File: src/shared/fwp_pkg.sv
// package: opcodes, counts and reset values for write latch and sector protect
package fwp_pkg;
	localparam logic [7:0] OP_WR_ENABLE = 8'h06;
	localparam logic [7:0] OP_WR_DISABLE = 8'h04;
	localparam logic [7:0] OP_PROTECT = 8'h36;
	localparam logic [7:0] OP_UNPROTECT = 8'h39;
	localparam logic [7:0] OP_PAGE_PROG = 8'h02;
	localparam logic [7:0] OP_ERASE_4K = 8'h20;
	localparam logic [7:0] OP_ERASE_32K = 8'h52;
	localparam logic [7:0] OP_ERASE_64K = 8'hd8;
	localparam logic [7:0] OP_CHIP_ERASE_A = 8'h60;
	localparam logic [7:0] OP_CHIP_ERASE_B = 8'hc7;
	localparam logic [7:0] OP_STATUS_WRITE = 8'h01;
	localparam int NUM_SECTORS = 16;
	localparam int ADDR_WIDTH = 24;
	localparam int SECTOR_LSB = 16;
	localparam int BYTE_BITS = 8;
	localparam int ADDR_BYTES = 3;
	localparam logic WEL_RESET = 1'b0;
	localparam logic PROTECT_RESET = 1'b1;
	localparam logic [5:0] BITCNT_RESET = 6'h00;
	typedef enum logic [2:0] {
		FWP_IDLE = 3'b001,
		FWP_SHIFT = 3'b010,
		FWP_DONE = 3'b100
	} fwp_state_e;
endpackage

File: src/fwp_sync.sv
// two-flop synchroniser for pins from outside the clock domain
`timescale 1ns/1ns
module fwp_sync #(
	parameter int WIDTH = 3,
	parameter logic [WIDTH-1:0] RESET_VAL = '0
) (
	// clock and reset
	input wire logic core_clk_in,
	input wire logic nrst_in,
	// async in, synced out
	input wire logic [WIDTH-1:0] async_in,
	output logic [WIDTH-1:0] sync_out
);
	logic [WIDTH-1:0] meta_ff;
	logic [WIDTH-1:0] sync_ff;
	logic [WIDTH-1:0] nxt_meta;
	logic [WIDTH-1:0] nxt_sync;

	always_comb begin
		nxt_meta = async_in;
		nxt_sync = meta_ff;
	end

	always_ff @(posedge core_clk_in or negedge nrst_in) begin
		if (!nrst_in) begin
			meta_ff <= RESET_VAL;
			sync_ff <= RESET_VAL;
		end else begin
			meta_ff <= nxt_meta;
			sync_ff <= nxt_sync;
		end
	end

	assign sync_out = sync_ff;
endmodule

File: src/fwp_core.sv
// write enable latch and per-sector protection command logic
`timescale 1ns/1ns
// How it works
// - program, erase, protect need latch set
// - opcode 06h sets latch at deselect
// - latch commands ignore bytes after opcode
// - latch command off-boundary aborts, latch unchanged
// - opcode 04h clears latch at deselect
// - write disable ends sequential program mode
// - one protect flag per sector, resets protected
// - flag zero allows program/erase, one blocks
// - opcode 36h protects, three address bytes
// - protect sets flag, clears latch
// - short or ragged protect aborts, clears latch
// - lock bit ignores protect, latch cleared
// - opcode 39h unprotects, three address bytes
// - unprotect clears flag and latch
// - lock bit ignores unprotect, latch cleared
// - program to protected sector aborts, latch cleared
module fwp_core
	import fwp_pkg::*;
#(
	parameter int SECTORS = NUM_SECTORS
) (
	// clock and reset
	input wire logic core_clk_in,
	input wire logic nrst_in,
	// serial pins
	input wire logic spi_cs_n_in,
	input wire logic spi_sck_in,
	input wire logic spi_si_in,
	// status and control
	input wire logic protection_lock_bit_in,
	input wire logic seq_prog_active_in,
	output logic write_enable_latch_out,
	output logic [SECTORS-1:0] sector_protect_out,
	output logic seq_prog_exit_out,
	output logic prog_start_out,
	output logic erase_start_out,
	output logic [7:0] exec_opcode_out,
	output logic [ADDR_WIDTH-1:0] exec_addr_out
);
	// ****************************************
	// pin synchronisation
	// ****************************************
	logic [2:0] pins_sync;
	logic cs_n_s;
	logic sck_s;
	logic si_s;

	// select resets to its idle high level, so no false frame follows reset
	fwp_sync #(.WIDTH(3), .RESET_VAL(3'b100)) u_sync (
		.core_clk_in(core_clk_in),
		.nrst_in(nrst_in),
		.async_in({spi_cs_n_in, spi_sck_in, spi_si_in}),
		.sync_out(pins_sync)
	);
	assign cs_n_s = pins_sync[2];
	assign sck_s = pins_sync[1];
	assign si_s = pins_sync[0];

	// ****************************************
	// state
	// ****************************************
	fwp_state_e state_ff, nxt_state;
	logic sck_prev_ff, nxt_sck_prev;
	logic [5:0] bitcnt_ff, nxt_bitcnt;
	logic [7:0] opcode_ff, nxt_opcode;
	logic [ADDR_WIDTH-1:0] addr_ff, nxt_addr;
	logic wel_ff, nxt_wel;
	logic [SECTORS-1:0] prot_ff, nxt_prot;
	logic seq_exit_ff, nxt_seq_exit;
	logic prog_ff, nxt_prog;
	logic erase_ff, nxt_erase;
	logic [7:0] exec_op_ff, nxt_exec_op;
	logic [ADDR_WIDTH-1:0] exec_addr_ff, nxt_exec_addr;

	localparam logic [5:0] OPC_BITS = 6'(BYTE_BITS);
	localparam logic [5:0] FULL_BITS = 6'(BYTE_BITS * (1 + ADDR_BYTES));
	localparam logic [5:0] DATA_BITS = 6'(BYTE_BITS * (2 + ADDR_BYTES));
	localparam int SEC_W = $clog2(SECTORS);

	logic sck_rise;
	logic byte_aligned;
	logic opc_done;
	logic addr_done;
	logic sec_prot;
	logic [SEC_W-1:0] sec_idx;
	logic is_erase;
	logic is_chip;
	logic any_prot;

	always_comb begin
		sck_rise = sck_s && !sck_prev_ff;
		byte_aligned = (bitcnt_ff[2:0] == 3'h0);
		opc_done = (bitcnt_ff >= OPC_BITS);
		addr_done = (bitcnt_ff >= FULL_BITS);
		sec_idx = addr_ff[SECTOR_LSB +: SEC_W];
		sec_prot = prot_ff[sec_idx];
		any_prot = |prot_ff;
		is_erase = (opcode_ff == OP_ERASE_4K) || (opcode_ff == OP_ERASE_32K) ||
			(opcode_ff == OP_ERASE_64K);
		is_chip = (opcode_ff == OP_CHIP_ERASE_A) || (opcode_ff == OP_CHIP_ERASE_B);
	end

	// ****************************************
	// shifter and command decode
	// ****************************************
	always_comb begin
		nxt_state = state_ff;
		nxt_sck_prev = sck_s;
		nxt_bitcnt = bitcnt_ff;
		nxt_opcode = opcode_ff;
		nxt_addr = addr_ff;
		nxt_wel = wel_ff;
		nxt_prot = prot_ff;
		nxt_seq_exit = 1'b0;
		nxt_prog = 1'b0;
		nxt_erase = 1'b0;
		nxt_exec_op = exec_op_ff;
		nxt_exec_addr = exec_addr_ff;
		unique case (state_ff)
			FWP_IDLE: begin
				if (!cs_n_s) begin
					nxt_state = FWP_SHIFT;
					nxt_bitcnt = BITCNT_RESET;
					nxt_opcode = 8'h00;
					nxt_addr = '0;
				end
			end
			FWP_SHIFT: begin
				if (cs_n_s) begin
					nxt_state = FWP_DONE;
				end else if (sck_rise) begin
					if (!opc_done) begin
						nxt_opcode = {opcode_ff[6:0], si_s};
					end else if (!addr_done) begin
						nxt_addr = {addr_ff[ADDR_WIDTH-2:0], si_s};
					end
					// later bytes are dropped; past the data byte the count wraps from 47 back to 40
					if (addr_done) begin
						nxt_bitcnt = (bitcnt_ff == DATA_BITS + 6'h07) ? DATA_BITS :
							bitcnt_ff + 6'h01;
					end else begin
						nxt_bitcnt = bitcnt_ff + 6'h01;
					end
				end
			end
			FWP_DONE: begin
				nxt_state = FWP_IDLE;
				if (opc_done) begin
					unique case (opcode_ff)
						OP_WR_ENABLE: begin
							if (byte_aligned) nxt_wel = 1'b1;
						end
						OP_WR_DISABLE: begin
							if (byte_aligned) begin
								nxt_wel = 1'b0;
								nxt_seq_exit = seq_prog_active_in;
							end
						end
						OP_PROTECT: begin
							nxt_wel = 1'b0;
							if (wel_ff && addr_done && byte_aligned && !protection_lock_bit_in)
								nxt_prot[sec_idx] = 1'b1;
						end
						OP_UNPROTECT: begin
							nxt_wel = 1'b0;
							if (wel_ff && addr_done && byte_aligned && !protection_lock_bit_in)
								nxt_prot[sec_idx] = 1'b0;
						end
						OP_PAGE_PROG: begin
							// need address plus one data byte
							nxt_wel = 1'b0;
							if (wel_ff && byte_aligned && bitcnt_ff >= DATA_BITS && !sec_prot) begin
								nxt_prog = 1'b1;
								nxt_exec_op = opcode_ff;
								nxt_exec_addr = addr_ff;
							end
						end
						default: begin
							if (is_erase) begin
								nxt_wel = 1'b0;
								if (wel_ff && addr_done && byte_aligned && !sec_prot) begin
									nxt_erase = 1'b1;
									nxt_exec_op = opcode_ff;
									nxt_exec_addr = addr_ff;
								end
							end else if (is_chip) begin
								if (wel_ff && byte_aligned && any_prot) nxt_wel = 1'b0;
								if (wel_ff && byte_aligned && !any_prot) begin
									nxt_wel = 1'b0;
									nxt_erase = 1'b1;
									nxt_exec_op = opcode_ff;
									nxt_exec_addr = '0;
								end
							end
						end
					endcase
				end
			end
		endcase
	end

	always_ff @(posedge core_clk_in or negedge nrst_in) begin
		if (!nrst_in) begin
			state_ff <= FWP_IDLE;
			sck_prev_ff <= 1'b0;
			bitcnt_ff <= BITCNT_RESET;
			opcode_ff <= 8'h00;
			addr_ff <= '0;
			wel_ff <= WEL_RESET;
			prot_ff <= {SECTORS{PROTECT_RESET}};
			seq_exit_ff <= 1'b0;
			prog_ff <= 1'b0;
			erase_ff <= 1'b0;
			exec_op_ff <= 8'h00;
			exec_addr_ff <= '0;
		end else begin
			state_ff <= nxt_state;
			sck_prev_ff <= nxt_sck_prev;
			bitcnt_ff <= nxt_bitcnt;
			opcode_ff <= nxt_opcode;
			addr_ff <= nxt_addr;
			wel_ff <= nxt_wel;
			prot_ff <= nxt_prot;
			seq_exit_ff <= nxt_seq_exit;
			prog_ff <= nxt_prog;
			erase_ff <= nxt_erase;
			exec_op_ff <= nxt_exec_op;
			exec_addr_ff <= nxt_exec_addr;
		end
	end

	// ****************************************
	// outputs
	// ****************************************
	assign write_enable_latch_out = wel_ff;
	assign sector_protect_out = prot_ff;
	assign seq_prog_exit_out = seq_exit_ff;
	assign prog_start_out = prog_ff;
	assign erase_start_out = erase_ff;
	assign exec_opcode_out = exec_op_ff;
	assign exec_addr_out = exec_addr_ff;
endmodule

File: config.mk
export PLATFORM = sky130hd
export DESIGN_NAME = fwp_core
export DESIGN_NICKNAME = d
export VERILOG_FILES = /design/src/shared/fwp_pkg.sv /design/src/fwp_sync.sv /design/src/fwp_core.sv
export SDC_FILE = /design/constraint.sdc
export NUM_CORES = 1
export LEC_CHECK = 0
export BUFFER_PORTS_ARGS = -buffer_cell sky130_fd_sc_hd__buf_2
export CAP_MARGIN = 20
export CORE_MARGIN = 2
export CORE_UTILIZATION = 60
export CTS_CLUSTER_SIZE = 28
export DETAILED_ROUTE_END_ITERATION = 8
export PLACE_DENSITY = 0.81
export SLEW_MARGIN = 30
export SYNTH_ARGS = -nofsm -noshare
export SYNTH_HDL_FRONTEND = slang
export SYNTH_HIERARCHICAL = 1
export SYNTH_SLANG_ARGS = --single-unit
export TNS_END_PERCENT = 20
File: constraint.sdc
create_clock -name core_clk_in -period 3.55 [get_ports core_clk_in]
set_input_delay 0.355 -clock core_clk_in [delete_from_list [all_inputs] [get_ports core_clk_in]]
set_output_delay 0.355 -clock core_clk_in [all_outputs]
set_load 0.005 [all_outputs]
==> summary.md <==
| Metric | Value |
|---|---|
| Unrepaired setup endpoints after global routing | `false` |
| Worst Path Required | `3810 ps` |
| Total number of yosys warnings | `6` |
| Crit end category | `register` |
| Met1 Use GR | `0.348` |
| Pre-antenna DRT Iters | `5` |
| Clk sink count | `100` |
| # resized after CTS | `0` |
| Syn Std Cell Area | `4610 um2` |
| Die height | `91.6 um` |
| Final Critical Period | `2850 ps` |
| Congestion Overflow GR | `0` |
| Largest net degree at the start of global routing | `90` |
| # setup viols final | `0` |
| Worst setup SP type | `register` |
| Max cap viols | `0` |
| First-pass GRT wire length | `16200 um` |
| H-tree depth | `3` |
| Path type of the worst setup path | `register to register` |
| Clock Pin Slew Worst Setup and Hold Paths | `100 ps` |
| Pleak | `2.31 nW` |
| CTS Hold Bufs | `0` |
| Number of DRC markers in iteration 0 | `268` |
| Vias in the first global route | `3217` |
| Max Slew Vio Count | `0` |
| Seq/Total Area, Yosys | `0.548` |
| ANT nets after route | `0` |
| I/O pins | `59` |
| CTS buffer count | `9` |
| HPWL after detailed placement | `6490 um` |
| Routing usage on met2 | `0.383` |
| Worst path arrival time | `3110 ps` |
| Crit-path cells | `mux4_2 -> mux2i_1 -> o211ai_1 -> nor3_2 -> buf_4 -> a221oi_1 -> a221oi_1` |
| Met3 Use GR | `0.0362` |
| Max stage delay on crit path | `730 ps` |
| Clock buffer depth | `2` |
| Critical path's top delay family | `flip-flops` |
| Post-Syn Area per Cell | `11.0 um2` |
| Post-synth top area cell | `dfrtp_1` |
| Nets@finish | `471` |
| Root Driver | `clkbuf_8` |
| Pre-CTS WS | `761 ps` |
| Yosys top cell area share | `0.440` |
| Row cnt | `31` |
| Synth cell types | `60` |
| GPL Wtd Cong | `0.927` |
| Final Cycle Share | `0.804` |
| Syn-to-layout area delta | `10.5%` |
| Synth Instances | `417` |
| Tot GR Track Use | `0.244` |
| Vias | `3365` |
| Crit-path max FO | `30` |
| Starting density of the core | `0.628` |
| Core ar. | `7330 um2` |
| Worst Path Buf+Inv | `1` |
| Max-slew headroom | `0.419` |
| Status | `completed` |
| Ys flop type | `dfrtp_1` |
| Fin Hold WS | `32.1 ps` |
| Slowest-stage cell, CP | `dfrtp_1` |
| VDD IR max | `0.245 mV` |
| Fmax achieved | `350 MHz` |
| Hold WC Path Type | `input port to async pin` |
| Port buffer count | `58` |
| Final worst slack | `696 ps` |
| Post-synthesis register bit count | `100` |
| Final instance area | `5090 um2` |
| Setup TNS Final | `0 ps` |
| Leading post-synthesis cells by cell area | `dfrtp_1 44%, dfstp_2 11%, a22o_1 6.1%` |
| CTS tree | `done` |
| Inserted Diodes | `0` |
| Post-DP Area | `4880 um2` |
| Ys async rst share | `1.00` |
| Die Span X | `91.6 um` |
| DR WL/cell | `16.9 um` |
| Routed vias/inst | `5.95` |
| EDFF count, synth | `0` |
| Antenna violations before repair | `0` |
| Setup Skew | `7.19 ps` |
| Ratio of cells with drive above 1 in the final layout | `0.293` |
| PD cells | `469 nW/um2` |
| Final Hold Fails | `0` |
| Number of post-CTS setup repair buffers | `0` |
| Top Usage Layer GRT | `met2` |
| DRC viols | `0` |
| Syn Nets | `426` |
| Clk Latency, worst-skew pair | `350 ps` |
| Worst-Margin Slew | `872 ps` |
| Crit-path most repeated cell | `a221oi_1` |
| Drt total wl | `9560 um` |
| Die area | `8390 um2` |
==> final timing paths <==
kind / cells after the start / end / slack [ps] / startpoint
max: 7 / exec_opcode_out[7] / 700 / addr_ff[17]
min: 1 / opcode_ff[1] / 30 / nrst_in
max reg2reg: 7 / exec_opcode_out[7] / 700 / addr_ff[17]
min reg2reg: 0 / u_sync/sync_out[0] / 360 / u_sync/meta_ff[0]
max in group asynchronous: 2 / async pin / 2760 / nrst_in
min in group core_clk_in: 1 / u_sync/meta_ff[2] / 90 / spi_cs_n_in
==> logic make-up after synthesis <==
kind of cell               share of synthesized area
and+or+nand+nor                                0.193
buffers and inverters                         0.0459
AOI/OAI and AO/OA                              0.139
muxes                                         0.0682
adders and majority gates                    0.00543
DFF                                            0.548
==> cell type report <==
type                       count  area, um2
sequential                   100       2530
fill                         543       2240
multi-input combinational    283       1880
timing repair buffer          63        334
clock buffer                  10        138
tap                           99        124
clock inverter                 6       71.3
inverter                       5       18.8
==> worst register-to-register path: cells and delay by family (launching register included) <==
family / cells / cell delay [ps]
DFF: 1 / 730
AOI/OAI and AO/OA: 3 / 540
muxes: 2 / 720
and+or+nand+nor: 1 / 410
buffers and inverters: 1 / 350
==> per-stage QoR <==
| step | power [mW] | util | std cells |
|---|---|---|---|
| after floorplan | 1.57 | - | 417 |
| after global placement | 1.64 | 0.665 | 550 |
| after detailed placement | 1.66 | 0.666 | 550 |
| after CTS | 2.39 | 0.694 | 566 |
| after global routing | 2.50 | 0.694 | 566 |
| final | 2.39 | 0.694 | 566 |
==> power breakdown <==
group          internal (mW)  total (mW)  leakage, nW  switching (mW)
logic                  0.139       0.321        0.903           0.182
registers               1.20        1.32         1.31           0.123
clock network          0.351       0.747       0.0995           0.396
==> synthesized netlist by cell type (5+ instances only) <==
library cell and count:
dfrtp_1 81, nand2_1 73, o21ai_0 35, a22o_1 32, dfstp_2 19, nor2_1 18, clkbuf_1 12, mux2_2 12
nand3_1 10, nor3_1 10, a21oi_1 9, buf_2 9, nor4_1 7, clkbuf_8 6, inv_1 5, nand2b_1 5
nor2b_1 5, nor3b_1 5
==> cells in the final DEF, fill, tap and decap left out, types with 3 or more instances in the layout <==
| cell type | instances |
|---|---|
| and4b_1 | 3 |
| nor3b_1 | 5 |
| nor2b_1 | 5 |
| mux2i_1 | 4 |
| buf_4 | 5 |
| o21ai_0 | 34 |
| inv_1 | 5 |
| and2_1 | 3 |
| a21oi_1 | 9 |
| mux2_2 | 12 |
| dfstp_2 | 19 |
| nor3_1 | 8 |
| clkbuf_8 | 10 |
| a22o_1 | 32 |
| nand2b_1 | 5 |
| nor3_2 | 3 |
| nand2_1 | 73 |
| nor2_1 | 18 |
| mux4_2 | 3 |
| nor4_1 | 7 |
| dfrtp_1 | 81 |
| buf_2 | 57 |
| nand3_1 | 10 |
| mux2_4 | 4 |
| nand4_1 | 3 |
==> layer usage <==
layer | share of wire | routed length (um)
met1 | 0.45 | 4260
met2 | 0.49 | 4660
met4 | 0.015 | 148
met5 | 0 | 0
met3 | 0.053 | 503
No activity file was read; power rests on OpenSTA's default activity.
